$ cat src/design/devctl_pkg.sv
// constants, types and size decode for the device control/status pair
// assumes a 125 MHz core clock and 16-bit configuration accesses
package devctl_pkg;

    // ------------------------------------------------------------
    // register map
    // ------------------------------------------------------------
    localparam logic [7:0] CTRL_OFF = 8'h98;
    localparam logic [7:0] STAT_OFF = 8'h9a;
    localparam logic [15:0] CTRL_RST = 16'h2800;
    localparam logic [15:0] STAT_RST = 16'h0000;
    // bits that hold state; 9, 8 and 4 read as zero
    localparam logic [15:0] CTRL_IMPL_MASK = 16'hfcef;

    // ------------------------------------------------------------
    // control field positions
    // ------------------------------------------------------------
    localparam int RETRY_EN_BIT = 15;
    localparam int RD_REQ_LSB = 12;
    localparam int NO_SNOOP_BIT = 11;
    localparam int AUX_PM_BIT = 10;
    localparam int PAYLOAD_LSB = 5;
    localparam int UR_REP_BIT = 3;
    localparam int FATAL_REP_BIT = 2;
    localparam int NONFATAL_REP_BIT = 1;
    localparam int COR_REP_BIT = 0;

    // ------------------------------------------------------------
    // status field positions
    // ------------------------------------------------------------
    localparam int NP_OUTSTANDING_BIT = 5;
    localparam int AUX_DET_BIT = 4;
    localparam int SEEN_W = 4;

    // ------------------------------------------------------------
    // sizes and timing
    // ------------------------------------------------------------
    localparam logic [2:0] SIZE_CODE_MAX = 3'h5;
    localparam logic [12:0] SIZE_BASE_BYTES = 13'h080;
    localparam int CLK_PERIOD_NS = 8;
    localparam int RETRY_TIMEOUT_NS = 1000;
    localparam int RETRY_CYCLES =
        (RETRY_TIMEOUT_NS + CLK_PERIOD_NS - 1) / CLK_PERIOD_NS;
    localparam logic [7:0] RETRY_LAST = 8'(RETRY_CYCLES - 1);

    // forwarded configuration request tracker
    typedef enum logic [1:0] {
        FWD_IDLE = 2'b00,
        FWD_WAIT = 2'b01,
        FWD_DRAIN = 2'b11
    } fwd_state_t;

    // byte count of a size code; reserved codes fall back to the least
    function automatic logic [12:0] size_bytes(input logic [2:0] code);
        if (code > SIZE_CODE_MAX) begin
            return SIZE_BASE_BYTES;
        end
        return 13'(SIZE_BASE_BYTES << code);
    endfunction

endpackage

$ cat src/design/devctl_if.sv
// settings and results passed between the register bank and helpers
// assumes all members are sampled on the core clock by the bank
`timescale 1ns/1ps
`default_nettype none
interface devctl_if;
    logic [2:0] rd_req_code;
    logic [2:0] payload_code;
    logic [7:0] cache_line_dw;
    logic [12:0] read_limit;
    logic [12:0] payload_limit;
    logic [12:0] prefetch;
    logic ur_rep;
    logic fatal_rep;
    logic nonfatal_rep;
    logic cor_rep;
    logic ev_ur;
    logic ev_fatal;
    logic ev_nonfatal;
    logic ev_cor;
    logic msg_fatal;
    logic msg_nonfatal;
    logic msg_cor;

    modport bank (output rd_req_code, payload_code, cache_line_dw, ur_rep,
        fatal_rep, nonfatal_rep, cor_rep, ev_ur, ev_fatal, ev_nonfatal,
        ev_cor, input read_limit, payload_limit, prefetch, msg_fatal,
        msg_nonfatal, msg_cor);
    modport sizer (input rd_req_code, payload_code, cache_line_dw,
        output read_limit, payload_limit, prefetch);
    modport reporter (input ur_rep, fatal_rep, nonfatal_rep, cor_rep,
        ev_ur, ev_fatal, ev_nonfatal, ev_cor,
        output msg_fatal, msg_nonfatal, msg_cor);
endinterface
`default_nettype wire

$ cat src/design/pcie_device_control_status.sv
// device control and device status registers with their side effects
// assumes configuration accesses are 16 bits wide at byte offsets
// 98h and 9ah and that all inputs are synchronous to core_clk_i
`timescale 1ns/1ps
`default_nettype none

// Summary of operation
// retry completion on forwarded config time-out
// retry disabled by default, then never issued
// read request cap from 3-bit code
// prefetch from read cap and cache line
// no-snoop bit copied for non-VC0 requests
// aux PM enable writable, no effect
// aux PM enable survives warm reset
// phantom, extended tag, relaxed ordering read zero
// payload cap from 3-bit code
// unsupported request sends nonfatal message when enabled
// fatal events send fatal message when enabled
// nonfatal events send nonfatal message when enabled
// correctable events send correctable message when enabled
// pending bit while non-posted requests outstanding
// status shows aux power presence
// unsupported request seen bit set on receipt
// fatal error seen bit set on detection
// nonfatal error seen bit set on detection
// correctable error seen bit set on detection
// upper ten status bits read zero
// write one clears a seen bit
module pcie_device_control_status (
    input wire logic core_clk_i,
    input wire logic sys_rst_i,
    input wire logic sticky_rst_i,
    input wire logic cfg_wr_i,
    input wire logic cfg_rd_i,
    input wire logic [7:0] cfg_addr_i,
    input wire logic [1:0] cfg_be_i,
    input wire logic [15:0] cfg_wdata_i,
    output logic [15:0] cfg_rdata_o,
    output logic cfg_rvalid_o,
    input wire logic [7:0] cache_line_dw_i,
    input wire logic fwd_start_i,
    input wire logic fwd_done_i,
    output logic retry_cpl_o,
    input wire logic np_issue_i,
    input wire logic np_done_i,
    input wire logic aux_power_present_i,
    input wire logic ur_rcvd_i,
    input wire logic fatal_err_i,
    input wire logic nonfatal_err_i,
    input wire logic corr_err_i,
    input wire logic up_req_nonvc0_i,
    output logic up_no_snoop_o,
    output logic [12:0] read_limit_o,
    output logic [12:0] payload_limit_o,
    output logic [12:0] prefetch_bytes_o,
    output logic msg_fatal_o,
    output logic msg_nonfatal_o,
    output logic msg_cor_o
);

    // ------------------------------------------------------------
    // state
    // ------------------------------------------------------------
    typedef struct packed {
        logic [15:0] ctrl;
        logic [3:0] seen;
        logic [7:0] np_cnt;
        logic aux_det;
        devctl_pkg::fwd_state_t fwd;
        logic [7:0] tmo_cnt;
        logic [15:0] rdata;
        logic rvalid;
        logic retry_cpl;
        logic no_snoop;
        logic [12:0] rd_lim;
        logic [12:0] pay_lim;
        logic [12:0] pref;
        logic msg_fatal;
        logic msg_nonfatal;
        logic msg_cor;
    } state_t;

    state_t st_reg;
    state_t st_next;
    devctl_if link ();
    logic ctrl_wr;
    logic stat_wr;
    logic [3:0] seen_clr;
    logic [3:0] seen_set;
    logic [15:0] stat_val;

    // ------------------------------------------------------------
    // helpers
    // ------------------------------------------------------------
    request_sizer u_sizer (
        .sz(link)
    );

    error_reporter u_reporter (
        .rp(link)
    );

    // settings and events handed to the helpers
    assign link.rd_req_code = st_reg.ctrl[devctl_pkg::RD_REQ_LSB +: 3];
    assign link.payload_code = st_reg.ctrl[devctl_pkg::PAYLOAD_LSB +: 3];
    assign link.cache_line_dw = cache_line_dw_i;
    assign link.ur_rep = st_reg.ctrl[devctl_pkg::UR_REP_BIT];
    assign link.fatal_rep = st_reg.ctrl[devctl_pkg::FATAL_REP_BIT];
    assign link.nonfatal_rep = st_reg.ctrl[devctl_pkg::NONFATAL_REP_BIT];
    assign link.cor_rep = st_reg.ctrl[devctl_pkg::COR_REP_BIT];
    assign link.ev_ur = ur_rcvd_i;
    assign link.ev_fatal = fatal_err_i;
    assign link.ev_nonfatal = nonfatal_err_i;
    assign link.ev_cor = corr_err_i;

    // ------------------------------------------------------------
    // access decode and status image
    // ------------------------------------------------------------
    assign ctrl_wr = cfg_wr_i && (cfg_addr_i == devctl_pkg::CTRL_OFF);
    assign stat_wr = cfg_wr_i && (cfg_addr_i == devctl_pkg::STAT_OFF);
    assign seen_clr = (stat_wr && cfg_be_i[0]) ? cfg_wdata_i[3:0]
        : 4'h0;
    assign seen_set = {ur_rcvd_i, fatal_err_i,
        nonfatal_err_i, corr_err_i};
    assign stat_val = {10'h000,
        (st_reg.np_cnt != 8'h00),
        st_reg.aux_det,
        st_reg.seen};

    // ------------------------------------------------------------
    // next state
    // ------------------------------------------------------------
    always_comb begin
        st_next = st_reg;
        st_next.rvalid = 1'b0;
        st_next.retry_cpl = 1'b0;

        // byte-wise control write; unbacked bits stay zero
        if (ctrl_wr) begin
            for (int b = 0; b < 2; b++) begin
                if (cfg_be_i[b]) begin
                    st_next.ctrl[b*8 +: 8] = cfg_wdata_i[b*8 +: 8];
                end
            end
        end
        st_next.ctrl = st_next.ctrl & devctl_pkg::CTRL_IMPL_MASK;

        // a new event wins over a clear in the same cycle
        st_next.seen = (st_reg.seen & ~seen_clr) | seen_set;

        // outstanding non-posted requests
        if (np_issue_i && !np_done_i) begin
            st_next.np_cnt = st_reg.np_cnt + 8'h01;
        end else if (np_done_i && !np_issue_i && st_reg.np_cnt != 8'h00) begin
            st_next.np_cnt = st_reg.np_cnt - 8'h01;
        end

        st_next.aux_det = aux_power_present_i;

        // read answer one cycle after the request
        if (cfg_rd_i) begin
            st_next.rvalid = 1'b1;
            case (cfg_addr_i)
                devctl_pkg::CTRL_OFF: st_next.rdata = st_reg.ctrl;
                devctl_pkg::STAT_OFF: st_next.rdata = stat_val;
                default: st_next.rdata = 16'h0000;
            endcase
        end

        // forwarded configuration request watchdog
        case (st_reg.fwd)
            devctl_pkg::FWD_IDLE: begin
                if (fwd_start_i) begin
                    st_next.fwd = devctl_pkg::FWD_WAIT;
                    st_next.tmo_cnt = 8'h00;
                end
            end
            devctl_pkg::FWD_WAIT: begin
                if (fwd_done_i) begin
                    st_next.fwd = devctl_pkg::FWD_IDLE;
                end else if (st_reg.tmo_cnt == devctl_pkg::RETRY_LAST) begin
                    if (st_reg.ctrl[devctl_pkg::RETRY_EN_BIT]) begin
                        st_next.retry_cpl = 1'b1;
                        st_next.fwd = devctl_pkg::FWD_DRAIN;
                    end
                    // disabled: keep waiting, no retry answer
                end else begin
                    st_next.tmo_cnt = st_reg.tmo_cnt + 8'h01;
                end
            end
            devctl_pkg::FWD_DRAIN: begin
                // late secondary completion is discarded
                if (fwd_done_i) begin
                    st_next.fwd = devctl_pkg::FWD_IDLE;
                end
            end
            default: st_next.fwd = devctl_pkg::FWD_IDLE;
        endcase

        // registered outputs
        st_next.no_snoop = up_req_nonvc0_i
            && st_reg.ctrl[devctl_pkg::NO_SNOOP_BIT];
        st_next.rd_lim = link.read_limit;
        st_next.pay_lim = link.payload_limit;
        st_next.pref = link.prefetch;
        st_next.msg_fatal = link.msg_fatal;
        st_next.msg_nonfatal = link.msg_nonfatal;
        st_next.msg_cor = link.msg_cor;

        // warm reset keeps the aux PM enable unless a cold reset too
        if (sys_rst_i) begin
            st_next = '0;
            st_next.ctrl = devctl_pkg::CTRL_RST;
            st_next.seen = devctl_pkg::STAT_RST[3:0];
            st_next.fwd = devctl_pkg::FWD_IDLE;
            st_next.rd_lim = devctl_pkg::size_bytes(
                devctl_pkg::CTRL_RST[devctl_pkg::RD_REQ_LSB +: 3]);
            st_next.pay_lim = devctl_pkg::size_bytes(
                devctl_pkg::CTRL_RST[devctl_pkg::PAYLOAD_LSB +: 3]);
            st_next.pref = st_next.rd_lim;
            if (!sticky_rst_i) begin
                st_next.ctrl[devctl_pkg::AUX_PM_BIT] =
                    st_reg.ctrl[devctl_pkg::AUX_PM_BIT];
            end
        end
    end

    // ------------------------------------------------------------
    // state register
    // ------------------------------------------------------------
    always_ff @(posedge core_clk_i) begin
        st_reg <= st_next;
    end

    // ports straight from the state register
    assign cfg_rdata_o = st_reg.rdata;
    assign cfg_rvalid_o = st_reg.rvalid;
    assign retry_cpl_o = st_reg.retry_cpl;
    assign up_no_snoop_o = st_reg.no_snoop;
    assign read_limit_o = st_reg.rd_lim;
    assign payload_limit_o = st_reg.pay_lim;
    assign prefetch_bytes_o = st_reg.pref;
    assign msg_fatal_o = st_reg.msg_fatal;
    assign msg_nonfatal_o = st_reg.msg_nonfatal;
    assign msg_cor_o = st_reg.msg_cor;
endmodule
`default_nettype wire

$ cat src/design/request_sizer.sv
// size limits and prefetch amount from the programmed codes
// assumes the bank registers the results before they leave the block
`timescale 1ns/1ps
`default_nettype none
module request_sizer (
    devctl_if.sizer sz
);
    logic [12:0] line_bytes;

    // ------------------------------------------------------------
    // decode and prefetch choice
    // ------------------------------------------------------------
    always_comb begin
        line_bytes = {3'h0, sz.cache_line_dw, 2'b00};
        sz.read_limit = devctl_pkg::size_bytes(sz.rd_req_code);
        sz.payload_limit = devctl_pkg::size_bytes(sz.payload_code);
        // one cache line, capped by the read request limit
        if (line_bytes == 13'h000 || line_bytes > sz.read_limit) begin
            sz.prefetch = sz.read_limit;
        end else begin
            sz.prefetch = line_bytes;
        end
    end
endmodule
`default_nettype wire

$ cat src/design/error_reporter.sv
// error message requests gated by the reporting enables
// assumes event inputs are single-cycle pulses
`timescale 1ns/1ps
`default_nettype none
module error_reporter (
    devctl_if.reporter rp
);
    // ------------------------------------------------------------
    // message gating
    // ------------------------------------------------------------
    always_comb begin
        rp.msg_fatal = rp.ev_fatal & rp.fatal_rep;
        rp.msg_nonfatal = (rp.ev_nonfatal & rp.nonfatal_rep)
            | (rp.ev_ur & rp.ur_rep);
        rp.msg_cor = rp.ev_cor & rp.cor_rep;
    end
endmodule
`default_nettype wire

$ cat config.mk
export PLATFORM = sky130hd
export DESIGN_NAME = pcie_device_control_status
export DESIGN_NICKNAME = d
export VERILOG_FILES = /design/src/design/devctl_pkg.sv /design/src/design/devctl_if.sv /design/src/design/pcie_device_control_status.sv /design/src/design/request_sizer.sv /design/src/design/error_reporter.sv
export SDC_FILE = /design/constraint.sdc
export NUM_CORES = 1
export LEC_CHECK = 0
export BUFFER_PORTS_ARGS = -buffer_cell sky130_fd_sc_hd__buf_2
export CORE_MARGIN = 8
export CORE_UTILIZATION = 36
export DETAILED_ROUTE_END_ITERATION = 7
export GPL_ROUTABILITY_DRIVEN = 0
export PLACE_DENSITY = 0.64
export SLEW_MARGIN = 40
export SYNTH_ARGS = -nofsm -noshare
export SYNTH_HDL_FRONTEND = slang
export SYNTH_SLANG_ARGS = --single-unit
$ cat constraint.sdc
create_clock -name core_clk_i -period 2.5 [get_ports core_clk_i]
set_input_delay 0.125 -clock core_clk_i [delete_from_list [all_inputs] [get_ports core_clk_i]]
set_output_delay 0.125 -clock core_clk_i [all_outputs]
set_load 0.02 [all_outputs]
* After elaboration in Yosys (flattened, before gate mapping)
Index checks and enable logic that the tools add are counted.
** Word-level totals
- Bits in writable memories :: 0
- Input port bits :: 49
- Register bits after elaboration :: 100
- Latch bits :: 0
- Memory bits (read-only) :: 0
- Output and inout port bits :: 61
- Memories kept :: 0
** Operators by class
- Shift operators :: 2
- Order comparisons :: 3
- Bitwise operators :: 11
- Equality and inequality tests :: 12
- Div/mod/pow operators :: 0
- Reduce and logical (&&, ||, !) cells :: 24
- Multipliers :: 0
- Mux-type cells :: 30
- $add $sub $neg :: 3
** Operator list (number)
- 95-bit 2-to-1 mux :: 1
- 13-bit 2-to-1 mux :: 5
- 8-bit 2-to-1 mux :: 5
- 16-bit one-hot mux with 2 select lines :: 1
- 8-bit by 3-bit left shift with 13-bit output (first input constant) :: 2
- 17-bit 2-to-1 mux :: 1
- 8-bit by 1-bit adder with 8-bit output (second input constant) :: 2
- 8-bit == test (second input constant) :: 2
- 8-bit one-hot mux with 2 select lines :: 1
- 10-bit by 13-bit > comparator with 1-bit output :: 1
- 11-bit 2-to-1 mux :: 1
- 10-bit 2-to-1 mux :: 1
- 8-bit by 7-bit == test with 1-bit output (second input constant) :: 1
- 8-bit zero test :: 1
- 2-bit 2-to-1 mux :: 4
- 2-bit != test (second input constant) :: 4
- 4-bit AND reduction :: 2
- 2-bit nonzero test :: 4
- 8-bit nonzero test :: 1
- 8-bit by 1-bit subtractor with 8-bit output (second input constant) :: 1
- 1-bit logical AND :: 7
- 1-bit 2-to-1 mux :: 7
- 3-bit > comparator (second input constant) :: 2
- 3-bit != test (second input constant) :: 2
- other kinds (19) :: 26

* Logic depth before layout (Yosys ltp)
- Depth in word-level cells :: 8
- Depth in mapped cells :: 9

* Modules after synthesis
Synthesis repeated with hierarchy kept, for this count alone.
** Second synthesis, totals
- Cells, all modules :: 486
- Area total of the unflattened synthesis :: 4555.6 um2
** Modules (own cells, without submodules)
- pcie_device_control_status :: instances 1, cells each 421, area each 4077.7 um2
- request_sizer :: instances 1, cells each 62, area each 456.7 um2
- error_reporter :: instances 1, cells each 3, area each 21.3 um2

* Least setup slack after synthesis
Ideal clock, no wire load.
- Kind :: in2reg
- From :: input np_issue_i
- To :: register st_reg[78] (netlist bit)
- Buffers on the path :: 1
- Required time :: 2.368 ns
- Stages on the path :: 8
- Arrival :: 2.075 ns
- Slack :: 0.293 ns
- Path through :: nor2b_1 -> clkbuf_1 -> clkinv_1 -> fa_1 -> a211oi_1 -> nor4_1 -> o32ai_1 -> a21oi_1
** Between the ends
- Cells in the longest elaborated chain, start to end :: 4
** Ends and longest elaborated chain
- start: declaration :: line pcie_device_control_status.sv:44 : input wire logic np_issue_i,
- 1-bit zero test :: line pcie_device_control_status.sv:154 : end else if (np_done_i && !np_issue_i && st_reg.np_cnt != 8'h00) begin
- 1-bit logical AND (2 in series) :: line pcie_device_control_status.sv:154
- 2-bit nonzero test (no line)
- end signal: assignment :: line pcie_device_control_status.sv:232 : st_reg <= st_next;
- end: declaration :: line pcie_device_control_status.sv:83 : state_t st_reg;
Several ways; a longest one is shown, not always the timed one.
A chain may end at the register's enable or synchronous reset.

* Worst setup path in the final report
- From :: register st_reg, in the netlist link.rd_req_code[0]
- To :: register st_reg, in the netlist prefetch_bytes_o[7]
** Between the ends
- Cells in the longest elaborated chain, start to end :: 6
** Ends and longest elaborated chain
- 3-bit > comparator :: line devctl_pkg.sv:55 : if (code > SIZE_CODE_MAX) begin
- 1-bit 2-to-1 mux :: line devctl_pkg.sv:55
- 13-bit 2-to-1 mux * :: line devctl_pkg.sv:58 : return 13'(SIZE_BASE_BYTES << code);
- 10-bit by 13-bit > comparator with 1-bit output :: line request_sizer.sv:18 : if (line_bytes == 13'h000 || line_bytes > sz.read_limit) begin
- 1-bit logical OR :: line request_sizer.sv:18
- 13-bit 2-to-1 mux * :: line request_sizer.sv:18
Every way passes the cells marked *; elsewhere a longest branch is shown, timed or not.

==> results.toml <==
[status]
status = "finished, final reports clean"

[power]
p_sw_share_pct = 28.5
irDropWorstVdd_mv = 0.379
p_comb_share_pct = 16.1
intPower_mw = 1.96
p_clk_share_pct = 35.2
powerDensity_nw_per_um2 = 633
p_seq_share_pct = 48.7
p_sw_mw = 0.781
power.leakage_nw = 1.85
total_power_mw = 2.74

[synthesis]
synth_area_leaders = "dfxtp_1, buf_4, mux2i_1, nor2_1, ha_1"
synth_edf_count = 1
syn_area_um2 = 3830
synth_most_common_cell = "dfxtp_1"
avgSynthCellArea_um2 = 9.13
synth.top_cells.by_count = "dfxtp_1, buf_4, nor2_1"
synth_ff_type = "dfxtp_1"
synthDistinctLibCells = 54
ys_ff_latch = 79
ys_async_sr_fraction_pct = 0
synth_top_cell_by_area = "dfxtp_1"
synth_top_area_share_pct = 40.8
ys_warn_count = 0
syn_inst = 419
ys_seq_area_share_pct = 41.6

[cts]
clk_path_buf_depth = 2
cts_hold_buf = 3
cts_resized = 0
cts-root-buf = "clkbuf_8"
post_cts_buffers = 0
htree_num_levels = 3
cts_buffers = 9
clock_latency_ns = 0.35
tritoncts = "yes"
clkSinkCount = 79
clk_pin_slew_ns = 0.09

[sta]
max-slew-margin-rel_pct = 50.7
worstMarginPinSlew_ns = 0.734
fin_setup_tns_ns = 0
rsz0062_at_grt = "false"
setup_slack_ns = 0.242
timing.fmax_mhz = 443
skew_ns = 0.0116
setup_viol = 0
period_share_pct = 90.3
finalHoldViolCount = 0
final-max-slew-violation-count = 0
fin_crit_ns = 2.26

[setup_path]
path_class = "flop to flop"
ff2ff_setup_slack_ns = 0.24
end_kind = "flop"
required_ns = 2.75
path_cells = "nor3b_1, inv_1, ha_1, nand3_1, or3_1, a31oi_2, mux2_2"
max_stage_delay_ns = 0.38
arrival_ns = 2.50
startpoint_type = "flop"
worstPathMaxFanout = 8
slowest_stage = "dfxtp_1"

[floorplanning]
die_area_um2 = 14200
die_y_um = 119
die_x_um = 119
design.core.area_um2 = 10300
num_rows = 37
pin_count = 110
initial_core_util_pct = 37.1

[detailed_routing]
routedWlPerCell_um = 14.0
dr.pass1.iters = 4
num_vias = 3032
via_per_inst = 4.91
routed_wl_um = 8680
drcViolationCount = 0
initialDrtViolationCount = 178
drtAntennaViolNets = 0

[cells_and_area]
antenna_cells = 0
syn_to_final_growth_pct = 13.2
multi_input_area_um2 = 1790
regArea_um2 = 1590
drive_gt1_share_pct = 25.7
final_nets = 538
fill_cells = 987
largest_reg_flops = 26

[global_route]
antenna_found_initial = 0
grt_overflow = 0
grt_pass1_vias = 3104
grt_pass1_wl_um = 14500
grt_usage_pct = 12.1
grt_max_degree = 35

[placed_design]
hpwl_um = 6600
io_buffers = 88
dp_slack_ns = 0.225

[hold_path]
hold_path_class = "primary input to flop"

[job]
maxCapViolCount = 0
[final timing paths]
kind	start	endpoint	depth (start not counted)
max	link.rd_req_code[0]$_SDFFE_PP0P_	prefetch_bytes_o[7]$_SDFF_PP0_	7
min	ur_rcvd_i	st_reg[83]$_SDFF_PP0_	3
max reg2reg	link.rd_req_code[0]$_SDFFE_PP0P_	prefetch_bytes_o[7]$_SDFF_PP0_	7
min reg2reg	st_reg[67]$_SDFFE_PP0P_	st_reg[67]$_SDFFE_PP0P_	2
[per-layer routing]
metal	share of wire, %	track usage (%)	up-vias
li1	-	-	1531
met1	45	14.2	1405
met2	48	20.5	91
met3	6.5	4.49	5
met4	0.76	3.32	0
met5	0	0	-
[per-stage QoR]
step	util, %	hold slack, ns	instances	cell area, um^2
finish	41.9	0.0165	618	4330
global route	41.9	0.00546	618	4330
CTS	41.9	0.00284	618	4330
detailed placement	39.6	0.347	599	4090
global placement	39.6	0.347	599	4090
floorplan	-	0.242	436	3890
[cells by family after synthesis]
logic type	count (synthesis)	synth area share, %
fa+ha+maj	12	4.12
simple gates	153	21.8
compound gates	69	12.3
other cells	1	0.0980
xor+xnor	1	0.229
mux	23	6.31
buf+inv	81	13.5
flops	79	41.6
[placed cells by master (no fill, tap or decap), types with 11 or more instances in the layout]
cell,n
nor2_1,41
and3_1,12
mux2i_1,17
ha_1,11
nand2_1,22
conb_1,18
nand3_1,13
buf_2,88
a21oi_1,20
dfxtp_1,78
a22oi_1,13
nor3_1,14
[layout make-up]
class	instances	share of cell area [%]
multi-input cells	276	41.2
flip-flops and latches	79	36.8
repair buffers	100	12.4
well taps	136	3.93
clock buffers	9	2.86
clock inverters	7	1.85
inverters	11	0.953
[worst max-delay path: cells and delay by family, from the launching register on]
kind	cells	cell delay (ns)
fa+ha+maj	1	0.32
mux	1	0.37
simple gates	3	0.70
buf+inv	1	0.08
compound gates	1	0.31
flops	1	0.38
[power by group through the flow]
| stage | Clock (mW) | Combinational (mW) | Sequential (mW) |
|---|---|---|---|
| after floorplan | 0 | 0.351 | 1.36 |
| after detailed placement | 0 | 0.435 | 1.36 |
| after global placement | 0 | 0.428 | 1.36 |
| after global routing | 1.07 | 0.503 | 1.34 |
| after CTS | 1.00 | 0.440 | 1.34 |
| final | 0.966 | 0.441 | 1.34 |
(Power assumes the default switching activity.)
